[config.mk]
export PLATFORM = sky130hd
export DESIGN_NAME = scc_card_if
export DESIGN_NICKNAME = d
export VERILOG_FILES = /design/src/design/scc_brg.v /design/src/design/scc_card_if.v
export VERILOG_INCLUDE_DIRS = /design/src /design/src/design
export SDC_FILE = /design/constraint.sdc
export NUM_CORES = 1
export LEC_CHECK = 0
export BUFFER_PORTS_ARGS = -buffer_cell sky130_fd_sc_hd__clkbuf_2
export CORE_ASPECT_RATIO = 0.6
export CORE_MARGIN = 8
export CORE_UTILIZATION = 45
export DETAILED_ROUTE_END_ITERATION = 10
export MAX_ROUTING_LAYER = met4
export PLACE_DENSITY_LB_ADDON = 0.3
export SKIP_LAST_GASP = 1
export SLEW_MARGIN = 20
export SYNTH_ARGS = -nofsm -noshare
export SYNTH_HDL_FRONTEND = slang
export SYNTH_SLANG_ARGS = --single-unit
export TNS_END_PERCENT = 50
[constraint.sdc]
create_clock -name mclk -period 5.2 [get_ports mclk]
set_clock_uncertainty 0.15 [all_clocks]
set_input_delay 1.04 -clock mclk [delete_from_list [all_inputs] [get_ports mclk]]
set_output_delay 1.04 -clock mclk [all_outputs]
set_load 0.005 [all_outputs]
[src/design/scc_defs.vh]
// Notes on behaviour
// - clock-mode bit picks transmit-end timing and, with clock enables, the clock pin state.
// - clock-output enable 0 drives no card clock; 1 outputs the card clock.
// - channel acts as a card interface only while card mode enable is 1.
// - direct: 1 is released high, LSB first, even parity; 0x3B parity 1.
// - inverse: 1 is low, MSB first; 0x3F gets parity 0, sent high.
// - data inversion touches the eight data bits only, never parity, both directions.
// - card mode clocks only from the internal bit-rate generator.
// - bit rate is clock / (1488 * 2^(2n-1) * (N+1)), N 0..255.
// - prescale select bits give n directly in binary, 0 to 3.
// - card clock on the clock pin runs at 372 times the bit rate.
// - clock-mode 1, output enable 0: pin drives level of clock level select.
// - clock pin follows an output enable write at once; level select 0 if clock-mode 0.
// - restarting the card clock never makes a shortened pulse; stopping it cuts the pin over at once and can shorten one.
// - frame is start, eight data, parity; at least 2 etu guard before next.
// - transmit-end sets 2.5 etu after a byte (clock-mode 0) or 1.0 etu (1).
`ifndef SCC_DEFS_VH
`define SCC_DEFS_VH

// register addresses
`define SCC_ADDR_SMR 32'hFFFFFE80
`define SCC_ADDR_BRR 32'hFFFFFE82
`define SCC_ADDR_SCR 32'hFFFFFE84
`define SCC_ADDR_TDR 32'hFFFFFE86
`define SCC_ADDR_SSR 32'hFFFFFE88
`define SCC_ADDR_RDR 32'hFFFFFE8A
`define SCC_ADDR_CMR 32'hFFFFFE8C

// mode register fields
`define SCC_SMR_CA 7
`define SCC_SMR_ODD 4
`define SCC_SMR_CKS_HI 1
`define SCC_SMR_CKS_LO 0
// control register fields
`define SCC_SCR_TE 5
`define SCC_SCR_RE 4
`define SCC_SCR_CLOCK_LEVEL_SELECT 1
`define SCC_SCR_CLOCK_OUTPUT_ENABLE 0
// card mode register fields
`define SCC_CMR_BIT_ORDER_SELECT 3
`define SCC_CMR_DATA_INVERT 2
`define SCC_CMR_CARD_MODE_ENABLE 0
// status register fields
`define SCC_SSR_TX_BUFFER_EMPTY 7
`define SCC_SSR_RX_BUFFER_FULL 6
`define SCC_SSR_OVERRUN_FLAG 5
`define SCC_SSR_ERS 4
`define SCC_SSR_PER 3
`define SCC_SSR_TRANSMIT_END_FLAG 2

// reset value and card mode register write mask
`define SCC_RST_BYTE 8'h00
`define SCC_RST_CMR_MASK 8'h0D

// timing, counted in half etu (one etu is 372 base ticks, two half ticks each)
`define SCC_BASE_PER_ETU 372
`define SCC_HALF_ETU_TICKS 9'd372
`define SCC_H_FRAME_END 5'd20
`define SCC_H_ERR_SAMPLE 5'd21
`define SCC_H_TRANSMIT_END_FLAG_CA1 5'd22
`define SCC_H_TRANSMIT_END_FLAG_CA0 5'd25
`define SCC_H_GUARD_END 5'd25
`define SCC_H_RX_LAST 5'd19

`endif

[src/design/scc_brg.v]
`timescale 1ns/100ps
`default_nettype none

module scc_brg (
	// clock and reset
	input wire mclk,
	input wire rst_n,
	// settings
	input wire [7:0] div,
	input wire [1:0] prescale,
	input wire restart,
	// outputs
	output reg half_tick_q,
	output reg card_clk_q
);

// one base tick is 2 * 4^n * (N+1) mclk; a half tick flips the card clock
wire [14:0] base_cnt;
wire [14:0] term_cnt;
reg [14:0] cnt_q;

assign base_cnt = {7'h00, div} + 15'h0001;
assign term_cnt = (base_cnt << {prescale, 1'b0}) - 15'h0001;

always @(posedge mclk or negedge rst_n)
begin
	if (!rst_n)
	begin
		cnt_q <= 15'h0000;
		half_tick_q <= 1'b0;
		card_clk_q <= 1'b0;
	end
	else if (restart)
	begin
		// start from a full low phase so the first pulse is whole
		cnt_q <= 15'h0000;
		half_tick_q <= 1'b0;
		card_clk_q <= 1'b0;
	end
	else if (cnt_q >= term_cnt)
	begin
		cnt_q <= 15'h0000;
		half_tick_q <= 1'b1;
		card_clk_q <= ~card_clk_q;
	end
	else
	begin
		cnt_q <= cnt_q + 15'h0001;
		half_tick_q <= 1'b0;
	end
end

endmodule

`default_nettype wire

[src/design/scc_card_if.v]
// Our own choice: the address-and-strobe port.
`timescale 1ns/100ps
`default_nettype none
`include "scc_defs.vh"

module scc_card_if (
	// clock and reset
	input wire mclk,
	input wire rst_n,
	// register port
	input wire [31:0] reg_addr,
	input wire [7:0] reg_wdata,
	input wire reg_wr,
	input wire reg_rd,
	output reg [7:0] reg_rdata,
	// card data line, open drain
	input wire sd_i,
	output wire sd_o,
	output wire sd_oe,
	// card clock pin
	output wire sck_o,
	output wire sck_oe,
	output wire sck_port_sel
);

////////////////////////////////////////////////////////////////////////
// registers

localparam TX_IDLE = 1'b0;
localparam TX_RUN = 1'b1;
localparam RX_IDLE = 1'b0;
localparam RX_RUN = 1'b1;

reg [7:0] smr_q;
reg [7:0] brr_q;
reg [7:0] scr_q;
reg [7:0] tdr_q;
reg [7:0] rdr_q;
reg [7:0] cmr_q;
reg tx_buffer_empty_q;
reg rx_buffer_full_q;
reg overrun_flag_q;
reg ers_q;
reg per_q;
reg transmit_end_flag_q;

wire wr_smr = reg_wr && (reg_addr == `SCC_ADDR_SMR);
wire wr_brr = reg_wr && (reg_addr == `SCC_ADDR_BRR);
wire wr_scr = reg_wr && (reg_addr == `SCC_ADDR_SCR);
wire wr_tdr = reg_wr && (reg_addr == `SCC_ADDR_TDR);
wire wr_ssr = reg_wr && (reg_addr == `SCC_ADDR_SSR);
wire wr_cmr = reg_wr && (reg_addr == `SCC_ADDR_CMR);

wire card_mode = cmr_q[`SCC_CMR_CARD_MODE_ENABLE];
wire ca_mode = smr_q[`SCC_SMR_CA];
wire odd_par = smr_q[`SCC_SMR_ODD];
wire msb_first = cmr_q[`SCC_CMR_BIT_ORDER_SELECT];
wire data_inv = cmr_q[`SCC_CMR_DATA_INVERT];
wire tx_en = scr_q[`SCC_SCR_TE] && card_mode;
wire rx_en = scr_q[`SCC_SCR_RE] && card_mode;

function [7:0] rev8;
	input [7:0] v;
	integer i;
	begin
		for (i = 0; i < 8; i = i + 1)
			rev8[i] = v[7 - i];
	end
endfunction

////////////////////////////////////////////////////////////////////////
// bit-rate generator, the only clock source in card mode

wire half_tick;
wire card_clk;
wire clk_restart = wr_scr && reg_wdata[`SCC_SCR_CLOCK_OUTPUT_ENABLE] &&
	!scr_q[`SCC_SCR_CLOCK_OUTPUT_ENABLE];

scc_brg u_brg (
	.mclk(mclk),
	.rst_n(rst_n),
	.div(brr_q),
	.prescale(smr_q[`SCC_SMR_CKS_HI:`SCC_SMR_CKS_LO]),
	.restart(clk_restart),
	.half_tick_q(half_tick),
	.card_clk_q(card_clk)
);

////////////////////////////////////////////////////////////////////////
// data line input, two stages before any logic

reg sd_s1_q;
reg sd_s2_q;
reg sd_prev_q;

always @(posedge mclk or negedge rst_n)
begin
	if (!rst_n)
	begin
		sd_s1_q <= 1'b1;
		sd_s2_q <= 1'b1;
		sd_prev_q <= 1'b1;
	end
	else
	begin
		sd_s1_q <= sd_i;
		sd_s2_q <= sd_s1_q;
		sd_prev_q <= sd_s2_q;
	end
end

////////////////////////////////////////////////////////////////////////
// transmitter

reg tx_state_q;
reg [8:0] tx_sub_q;
reg [4:0] tx_h_q;
reg [9:0] tx_frame_q;
reg sd_oe_q;

wire [7:0] tx_line = data_inv ? ~tdr_q : tdr_q;
wire [7:0] tx_order = msb_first ? rev8(tx_line) : tx_line;
wire tx_par = (^tx_line) ^ odd_par;
wire tx_load = (tx_state_q == TX_IDLE) && tx_en && !tx_buffer_empty_q;
wire tx_half_etu = half_tick && (tx_sub_q == `SCC_HALF_ETU_TICKS - 9'd1);
wire tx_at_h = (tx_state_q == TX_RUN) && half_tick && (tx_sub_q == 9'd0);
wire [4:0] transmit_end_flag_h = ca_mode ? `SCC_H_TRANSMIT_END_FLAG_CA1 : `SCC_H_TRANSMIT_END_FLAG_CA0;
wire transmit_end_flag_evt = tx_at_h && (tx_h_q == transmit_end_flag_h) && tx_buffer_empty_q && !ers_q;
wire ers_evt = tx_at_h && (tx_h_q == `SCC_H_ERR_SAMPLE) && !sd_s2_q;

always @(posedge mclk or negedge rst_n)
begin
	if (!rst_n)
	begin
		tx_state_q <= TX_IDLE;
		tx_sub_q <= 9'd0;
		tx_h_q <= 5'd0;
		tx_frame_q <= 10'h3FF;
		sd_oe_q <= 1'b0;
	end
	else
	begin
		case (tx_state_q)
		TX_IDLE:
		begin
			sd_oe_q <= 1'b0;
			if (tx_load)
			begin
				// start bit low, then data, then parity
				tx_frame_q <= {tx_par, tx_order, 1'b0};
				tx_sub_q <= 9'd0;
				tx_h_q <= 5'd0;
				tx_state_q <= TX_RUN;
			end
		end
		TX_RUN:
		begin
			if (!tx_en)
			begin
				tx_state_q <= TX_IDLE;
				sd_oe_q <= 1'b0;
			end
			else
			begin
				if (half_tick)
				begin
					if (tx_half_etu)
						tx_sub_q <= 9'd0;
					else
						tx_sub_q <= tx_sub_q + 9'd1;
				end
				if (tx_half_etu)
				begin
					if (tx_h_q == `SCC_H_GUARD_END)
						tx_state_q <= TX_IDLE;
					else
						tx_h_q <= tx_h_q + 5'd1;
				end
				// line low only for a zero bit, released otherwise
				if (tx_h_q < `SCC_H_FRAME_END)
					sd_oe_q <= ~tx_frame_q[tx_h_q[4:1]];
				else
					sd_oe_q <= 1'b0;
			end
		end
		default:
			tx_state_q <= TX_IDLE;
		endcase
	end
end

assign sd_o = 1'b0;
assign sd_oe = sd_oe_q;

////////////////////////////////////////////////////////////////////////
// receiver

reg rx_state_q;
reg [8:0] rx_sub_q;
reg [4:0] rx_h_q;
reg [8:0] rx_sr_q;

wire rx_start = (rx_state_q == RX_IDLE) && rx_en &&
	(tx_state_q == TX_IDLE) && sd_prev_q && !sd_s2_q;
wire rx_half_etu = half_tick && (rx_sub_q == `SCC_HALF_ETU_TICKS - 9'd1);
wire rx_sample = (rx_state_q == RX_RUN) && half_tick &&
	(rx_sub_q == 9'd0) && rx_h_q[0];
wire rx_done = rx_sample && (rx_h_q == `SCC_H_RX_LAST);
wire [8:0] rx_full = {sd_s2_q, rx_sr_q[8:1]};
wire [7:0] rx_order = msb_first ? rev8(rx_full[7:0]) : rx_full[7:0];
wire [7:0] rx_data = data_inv ? ~rx_order : rx_order;
wire rx_bad = (^rx_full[7:0]) ^ rx_full[8] ^ odd_par;
wire per_evt = rx_done && rx_bad;
wire rx_buffer_full_evt = rx_done && !rx_bad && !rx_buffer_full_q;
wire overrun_flag_evt = rx_done && !rx_bad && rx_buffer_full_q;

always @(posedge mclk or negedge rst_n)
begin
	if (!rst_n)
	begin
		rx_state_q <= RX_IDLE;
		rx_sub_q <= 9'd0;
		rx_h_q <= 5'd0;
		rx_sr_q <= 9'h000;
	end
	else
	begin
		case (rx_state_q)
		RX_IDLE:
		begin
			if (rx_start)
			begin
				rx_sub_q <= 9'd0;
				rx_h_q <= 5'd0;
				rx_state_q <= RX_RUN;
			end
		end
		RX_RUN:
		begin
			if (half_tick)
			begin
				if (rx_half_etu)
					rx_sub_q <= 9'd0;
				else
					rx_sub_q <= rx_sub_q + 9'd1;
			end
			if (rx_half_etu)
				rx_h_q <= rx_h_q + 5'd1;
			if (!rx_en)
				rx_state_q <= RX_IDLE;
			else if (rx_sample && (rx_h_q == 5'd1))
			begin
				// a start bit that is high again was a glitch
				if (sd_s2_q)
					rx_state_q <= RX_IDLE;
			end
			else if (rx_sample)
			begin
				rx_sr_q <= rx_full;
				if (rx_done)
					rx_state_q <= RX_IDLE;
			end
		end
		default:
			rx_state_q <= RX_IDLE;
		endcase
	end
end

////////////////////////////////////////////////////////////////////////
// register file; a hardware set wins over a clearing write

wire clr_tx_buffer_empty = wr_ssr && !reg_wdata[`SCC_SSR_TX_BUFFER_EMPTY];

always @(posedge mclk or negedge rst_n)
begin
	if (!rst_n)
	begin
		smr_q <= `SCC_RST_BYTE;
		brr_q <= `SCC_RST_BYTE;
		scr_q <= `SCC_RST_BYTE;
		tdr_q <= `SCC_RST_BYTE;
		rdr_q <= `SCC_RST_BYTE;
		cmr_q <= `SCC_RST_BYTE;
		tx_buffer_empty_q <= 1'b1;
		rx_buffer_full_q <= 1'b0;
		overrun_flag_q <= 1'b0;
		ers_q <= 1'b0;
		per_q <= 1'b0;
		transmit_end_flag_q <= 1'b1;
	end
	else
	begin
		if (wr_smr)
			smr_q <= reg_wdata;
		if (wr_brr)
			brr_q <= reg_wdata;
		if (wr_scr)
			scr_q <= reg_wdata;
		if (wr_tdr)
			tdr_q <= reg_wdata;
		if (wr_cmr)
			cmr_q <= reg_wdata & `SCC_RST_CMR_MASK;
		if (rx_buffer_full_evt)
			rdr_q <= rx_data;
		if (tx_load)
			tx_buffer_empty_q <= 1'b1;
		else if (clr_tx_buffer_empty)
			tx_buffer_empty_q <= 1'b0;
		if (rx_buffer_full_evt)
			rx_buffer_full_q <= 1'b1;
		else if (wr_ssr && !reg_wdata[`SCC_SSR_RX_BUFFER_FULL])
			rx_buffer_full_q <= 1'b0;
		if (overrun_flag_evt)
			overrun_flag_q <= 1'b1;
		else if (wr_ssr && !reg_wdata[`SCC_SSR_OVERRUN_FLAG])
			overrun_flag_q <= 1'b0;
		if (ers_evt)
			ers_q <= 1'b1;
		else if (wr_ssr && !reg_wdata[`SCC_SSR_ERS])
			ers_q <= 1'b0;
		if (per_evt)
			per_q <= 1'b1;
		else if (wr_ssr && !reg_wdata[`SCC_SSR_PER])
			per_q <= 1'b0;
		if (transmit_end_flag_evt || (!scr_q[`SCC_SCR_TE] && !ers_q))
			transmit_end_flag_q <= 1'b1;
		else if (clr_tx_buffer_empty || tx_load)
			transmit_end_flag_q <= 1'b0;
	end
end

always @(posedge mclk or negedge rst_n)
begin
	if (!rst_n)
		reg_rdata <= 8'h00;
	else if (!reg_rd)
		reg_rdata <= 8'h00;
	else if (reg_addr == `SCC_ADDR_SMR)
		reg_rdata <= smr_q;
	else if (reg_addr == `SCC_ADDR_BRR)
		reg_rdata <= brr_q;
	else if (reg_addr == `SCC_ADDR_SCR)
		reg_rdata <= scr_q;
	else if (reg_addr == `SCC_ADDR_TDR)
		reg_rdata <= tdr_q;
	else if (reg_addr == `SCC_ADDR_SSR)
		reg_rdata <= {tx_buffer_empty_q, rx_buffer_full_q, overrun_flag_q, ers_q, per_q, transmit_end_flag_q, 2'b00};
	else if (reg_addr == `SCC_ADDR_RDR)
		reg_rdata <= rdr_q;
	else if (reg_addr == `SCC_ADDR_CMR)
		reg_rdata <= cmr_q;
	else
		reg_rdata <= 8'h00;
end

////////////////////////////////////////////////////////////////////////
// clock pin selection

reg sck_o_q;
reg sck_oe_q;
reg sck_port_q;

always @(posedge mclk or negedge rst_n)
begin
	if (!rst_n)
	begin
		sck_o_q <= 1'b0;
		sck_oe_q <= 1'b0;
		sck_port_q <= 1'b1;
	end
	else if (!card_mode)
	begin
		sck_o_q <= 1'b0;
		sck_oe_q <= 1'b0;
		sck_port_q <= 1'b1;
	end
	else if (scr_q[`SCC_SCR_CLOCK_OUTPUT_ENABLE])
	begin
		sck_o_q <= card_clk;
		sck_oe_q <= 1'b1;
		sck_port_q <= 1'b0;
	end
	else if (!ca_mode)
	begin
		sck_o_q <= 1'b0;
		sck_oe_q <= 1'b0;
		sck_port_q <= 1'b1;
	end
	else
	begin
		sck_o_q <= scr_q[`SCC_SCR_CLOCK_LEVEL_SELECT];
		sck_oe_q <= 1'b1;
		sck_port_q <= 1'b0;
	end
end

assign sck_o = sck_o_q;
assign sck_oe = sck_oe_q;
assign sck_port_sel = sck_port_q;

endmodule

`default_nettype wire

# [Word level (Yosys, flattened, before mapping)]
# Cells that the tools add are included.
# Widths: inputs -> output; s select.
[word_totals] elab_cells=219 input_bits=45 output_inout_bits=13 n_memories=0 latch_bits=0 mem_bits_ro=0 mem_bits_rw=0 ff_bits=130
[classes] n_eq_ne=22 n_div=0 muxes=74 n_bitwise=10 order_cmp=3 n_reduce_logical=71 multipliers=0 shift=1 n_addsub=7
[ops] cell="$eq 32x32->1 const B" count=7
[ops] cell="$mux 8" count=11
[ops] cell="$mux 9" count=7
[ops] cell="$logic_and 1x1->1" count=40
[ops] cell="$mux 1" count=38
[ops] cell="$pmux 9 s2" count=2
[ops] cell="$mux 15" count=2
[ops] cell="$mux 5" count=6
[ops] cell="$pmux 5 s2" count=2
[ops] cell="$add 9x1->9 const B" count=2
[ops] cell="$eq 9x9->1 const B" count=2
[ops] cell="$logic_not 9->1" count=2
[ops] cell="$not 8->8" count=2
[ops] cell="$reduce_xor 8->1" count=2
[ops] cell="$add 15x1->15 const B" count=1
[ops] cell="$eq 5x5->1 const B" count=3
[ops] cell="$ge 15x15->1" count=1
[ops] cell="$shl 15x3->15" count=1
[ops] cell="$sub 15x1->15 const B" count=1
[ops] cell="$reduce_bool 2->1" count=7
[ops] cell="$logic_not 1->1" count=12
[ops] cell="$add 5x1->5 const B" count=2
[ops] cell="$add 8x1->9 const B" count=1
[ops] cell="$mux 4" count=2
[ops] cell="14 further kinds" count=32

# [Depth between registers and ports, before layout]
[logic_depth] ltp_word=9 ltp_mapped=18

# [By module]
# From an unflattened synthesis, not the netlist that was laid out.
[hier_totals] cells_unflattened=800 area_unflattened_um2=7885.1
[modules_own_cells] mod="scc_card_if" area_each_um2=5860.6 cells_each=553 instances=1
[modules_own_cells] mod="scc_brg" area_each_um2=2024.4 cells_each=247 instances=1

# [Worst setup path after synthesis]
# OpenSTA, ideal clock, no wires.
[synth_path] path_kind="register to register" start="register brr_q[0]" end="register u_brg.cnt_q[11]" synth_period_minus_slack_ns=3.751 stages_incl_launch_ff=17 t_arrival_ns=3.483 setup_time_ns=0.119 path_slack_ns=1.449 required_time_ns=4.931 cell_sequence="dfrtp_1 ha_1 clkbuf_1 a311o_1 o211ai_1 a21oi_1 a311oi_1 nand2_1 nor4_1 xnor2_1 ha_1 nand2_1 nor4_1 a21oi_1 o211ai_2 buf_4 nor2_1"
[synth_between] elab_chain_len=6
[synth_rtl] element="start, declared" line="scc_card_if.v:35" text="reg [7:0] brr_q;"
[synth_rtl] element="start signal, assigned" line="scc_card_if.v:280" text="brr_q <= `SCC_RST_BYTE;"
[synth_rtl] element="start signal, assigned" line="scc_card_if.v:297" text="brr_q <= reg_wdata;"
[synth_rtl] element="$add 8x1->9" line="scc_brg.v:22" text="assign base_cnt = {7'h00, div} + 15'h0001;"
[synth_rtl] element="$shl 15x3->15" line="scc_brg.v:23" text="assign term_cnt = (base_cnt << {prescale, 1'b0}) - 15'h0001;"
[synth_rtl] element="$sub 15x1->15" line="scc_brg.v:23"
[synth_rtl] element="$ge 15x15->1" line="scc_brg.v:40" text="else if (cnt_q >= term_cnt)"
[synth_rtl] element="$mux 15" line="scc_brg.v:40"
[synth_rtl] element="$mux 15" line="scc_brg.v:33" text="else if (restart)"
[synth_rtl] element="end signal, assigned" line="scc_brg.v:48" text="cnt_q <= cnt_q + 15'h0001;"
[synth_rtl] element="end, declared" line="scc_brg.v:20" text="reg [14:0] cnt_q;"
# No other way between the ends.
# A chain may end at the register's enable or synchronous reset.

# [Worst setup path after layout]
[layout_path] start="register smr_q[0]" end="register u_brg.cnt_q[3]"
[layout_between] elab_chain_len=5
[layout_rtl] element="start, declared" line="scc_card_if.v:34" text="reg [7:0] smr_q;"
[layout_rtl] element="start signal, assigned" line="scc_card_if.v:279" text="smr_q <= `SCC_RST_BYTE;"
[layout_rtl] element="start signal, assigned" line="scc_card_if.v:295" text="smr_q <= reg_wdata;"
[layout_rtl] element="$shl 15x3->15" line="scc_brg.v:23"
[layout_rtl] element="$sub 15x1->15" line="scc_brg.v:23"
[layout_rtl] element="$ge 15x15->1" line="scc_brg.v:40"
[layout_rtl] element="$mux 15" line="scc_brg.v:40"
[layout_rtl] element="$mux 15" line="scc_brg.v:33"
# No other way between the ends.

==> reports/qor.txt <==
CTS tree -> done
fill count -> 1447
final critical-path required period -> 4.48 ns
DR pass1 iterations -> 5
total die area -> 21500 µm²
Nets -> 899
slowest CP cell -> dfrtp_1
DRT iter0 DRCs -> 851
max_slew headroom -> 31.7%
clk slew on worst S/H paths -> 0.06 ns
CTS sink count -> 129
commonest non-fill, non-tap cell in the layout -> dfrtp_1
CP max FO -> 24
GP Congestion -> 0.890
Seq/Total Area, Yosys -> 42.7%
DP HPWL -> 14000 µm
GRT overflow -> 0
CP required -> 5.33 ns
gr usage total -> 19.1%
Max clock buf depth -> 2
global-route wire length before repair -> 31200 µm
initial antenna violation count -> 0
Tcrit/Tclk final -> 86.1%
Vias -> 6070
top_reg_cell synth -> dfrtp_1
outcome -> finished, final reports clean
Syn. warnings -> 0
share of layout cells above drive strength 1 -> 20.2%
Core ar. -> 16400 µm²
Fin. Hold Viols -> 0
most frequent cells in the layout -> 113 x dfrtp_1, 71 x nand2_1, 68 x nor2_1, 56 x o21ai_0, 55 x clkbuf_2
CP Cell Sequence -> inv_1, o211ai_1, a21oi_1, a311oi_1, nand2_1, nor4_1, xnor2_1, ha_1, nand2_1, nor4_1, a21oi_1, o211ai_2, nor2_1
# resized after CTS -> 0
area growth from synthesis to layout -> 14.9%
Startpoint Class -> flop
largest net degree at the start of global routing -> 100
Routed Antenna Nets -> 0
vias in the first global route -> 5660
maximum vdd ir drop -> 226 µV
initial core utilization -> 46.4%
static leakage -> 3.76 nW
Hold Path Class -> flop to flop
PwrDens -> 275 nW/µm²
Routed WL -> 18900 µm
root buffer cell -> clkbuf_16
Skew-Pair Late Insertion Delay -> 0.43 ns
setup ws final -> 0.723 ns
Multi-input gate area -> 4180 µm²
Synth async-reset ratio -> 100%
Die H -> 117 µm
CP Class -> flop to flop
CP max stage delay -> 0.76 ns
worst path bufs/invs -> 1
number of synthesized register bits -> 129
Clock H-tree levels -> 4
postcts setup bufs -> 0
measured slew at the worst slew-check pin -> 1.02 ns
Final Max Tran Viols -> 0
final setup fails -> 0
wire per inst -> 17.7 µm
Post-Synthesis Cells -> 779
final setup TNS -> 0 ns
Peak Freq -> 223 MHz
post-place setup slack -> 0.809 ns
I/O pin cnt -> 58
post-synth net total -> 850
Post-Syn Area -> 7610 µm²
CP Capture Type -> flop
port bufs -> 56
Unique masters post-synth -> 70
Ant. Diodes -> 0
Crit path arrival time -> 4.60 ns
Avg Inst Size Synth -> 9.77 µm²
row count -> 36
CTS Buf Count -> 17
Max-Cap Viols -> 0
DRC -> 0
RSZ-0062 raised after global routing -> false
CP top delay family -> compound AO/OA/AOI/OAI gates
Vias/cell -> 5.68
# hold bufs at CTS -> 0
chip width -> 184 µm
EDFF count, synth -> 0
FF+latch area -> 3250 µm²
## synthesized netlist by cell type (all sizes together) (5+ instances only)
library cell  number  area [µm²]
a22oi              7        52.6
nand4             19         119
ha                26         325
nand4b             5        43.8
inv               21        78.8
a21oi             22         110
nor3              20         116
a31oi              6        37.5
dfrtp            113        2830
and2               6        37.5
nand2b            16         100
o21a               5        37.5
clkbuf            22        82.6
o31ai              6        45.0
mux2              46         518
nor2              70         268
xnor2             31         272
nor4b              6        52.6
dfstp             16         420
mux2i             19         190
nand3b             5        50.1
xor2              43         377
o211ai             7        57.6
nand2             72         273
nor4               7        71.3
nand3             28         145
nor2b              5        31.3
and3              17         106
buf                6        30.0
o21ai             56         280
## through the flow
step | hold slack [ns] | total power [mW] | utilization [%] | area [µm²] | cells
2_1_floorplan | 0.195 | 1.04 | - | 7610 | 779
3_3_place_gp | 0.196 | 1.09 | 49.3 | 8090 | 1037
3_5_place_dp | 0.197 | 1.09 | 49.3 | 8090 | 1037
4_1_cts | 0.207 | 2.42 | 53.3 | 8740 | 1069
5_1_grt | 0.208 | 2.47 | 53.3 | 8750 | 1069
6_report | 0.207 | 2.40 | 53.3 | 8750 | 1069
## flip-flops by register name, indices dropped and copies added, names as in the netlist, 3 cells and up
name and cells:
u_brg.cnt_q 15, rdr_q 8, tx_frame_q 10, rx_sr_q 8
tdr_q 8, rx_sub_q 9, scr_q 8, brr_q 8
tx_h_q 5, smr_q 8, reg_rdata 8, rx_h_q 5
tx_sub_q 9, cmr_q 3
## logic make-up after synthesis
family,share of synthesized area [%]
AOI/OAI and AO/OA,12.4
xor gates and xnor gates,8.51
adders and majority gates,4.27
buffers and inverters,2.51
DFF,42.7
muxes,9.89
other,0.0493
and+or+nand+nor,19.7
## path summary, 6_finish.rpt
check,slack (ns),cells after the start,start,to
max in group asynchronous,3.31,2,rst_n,sck_port_sel
min in group asynchronous,0.53,1,rst_n,rx_sub_q[3]
setup / recovery,0.72,13,smr_q[0],u_brg.cnt_q[3]
setup reg to reg,0.72,13,smr_q[0],u_brg.cnt_q[3]
hold / removal,0.21,0,sd_s1_q,sd_s2_q
hold reg to reg,0.21,0,sd_s1_q,sd_s2_q
## layer usage
layer / GRT usage (%) / part of all wire (%) / wire, µm
met5: - / 0 / 0
met4: 4.71 / 0.96 / 182
met3: 4.75 / 7.8 / 1480
met2: 23.7 / 38 / 7100
met1: 29.5 / 54 / 10100
## report_power, final
group          switching (mW)  internal, mW  leakage [nW]  total [mW]
registers             0.00118          1.01          1.72        1.01
clock network           0.477         0.856         0.319        1.33
logic                  0.0421        0.0184          1.73      0.0605
total                   0.520          1.88          3.76        2.40
## area by class of cell
| type | instances | area share [%] |
|---|---|---|
| multi-input cells | 601 | 47.8 |
| flip-flops and latches | 129 | 37.1 |
| clock buffers | 17 | 4.86 |
| repair buffers | 58 | 3.45 |
| well taps | 228 | 3.26 |
| clock inverters | 15 | 2.62 |
| inverters | 21 | 0.901 |
Note: power is estimated with default switching activity, not from simulation.
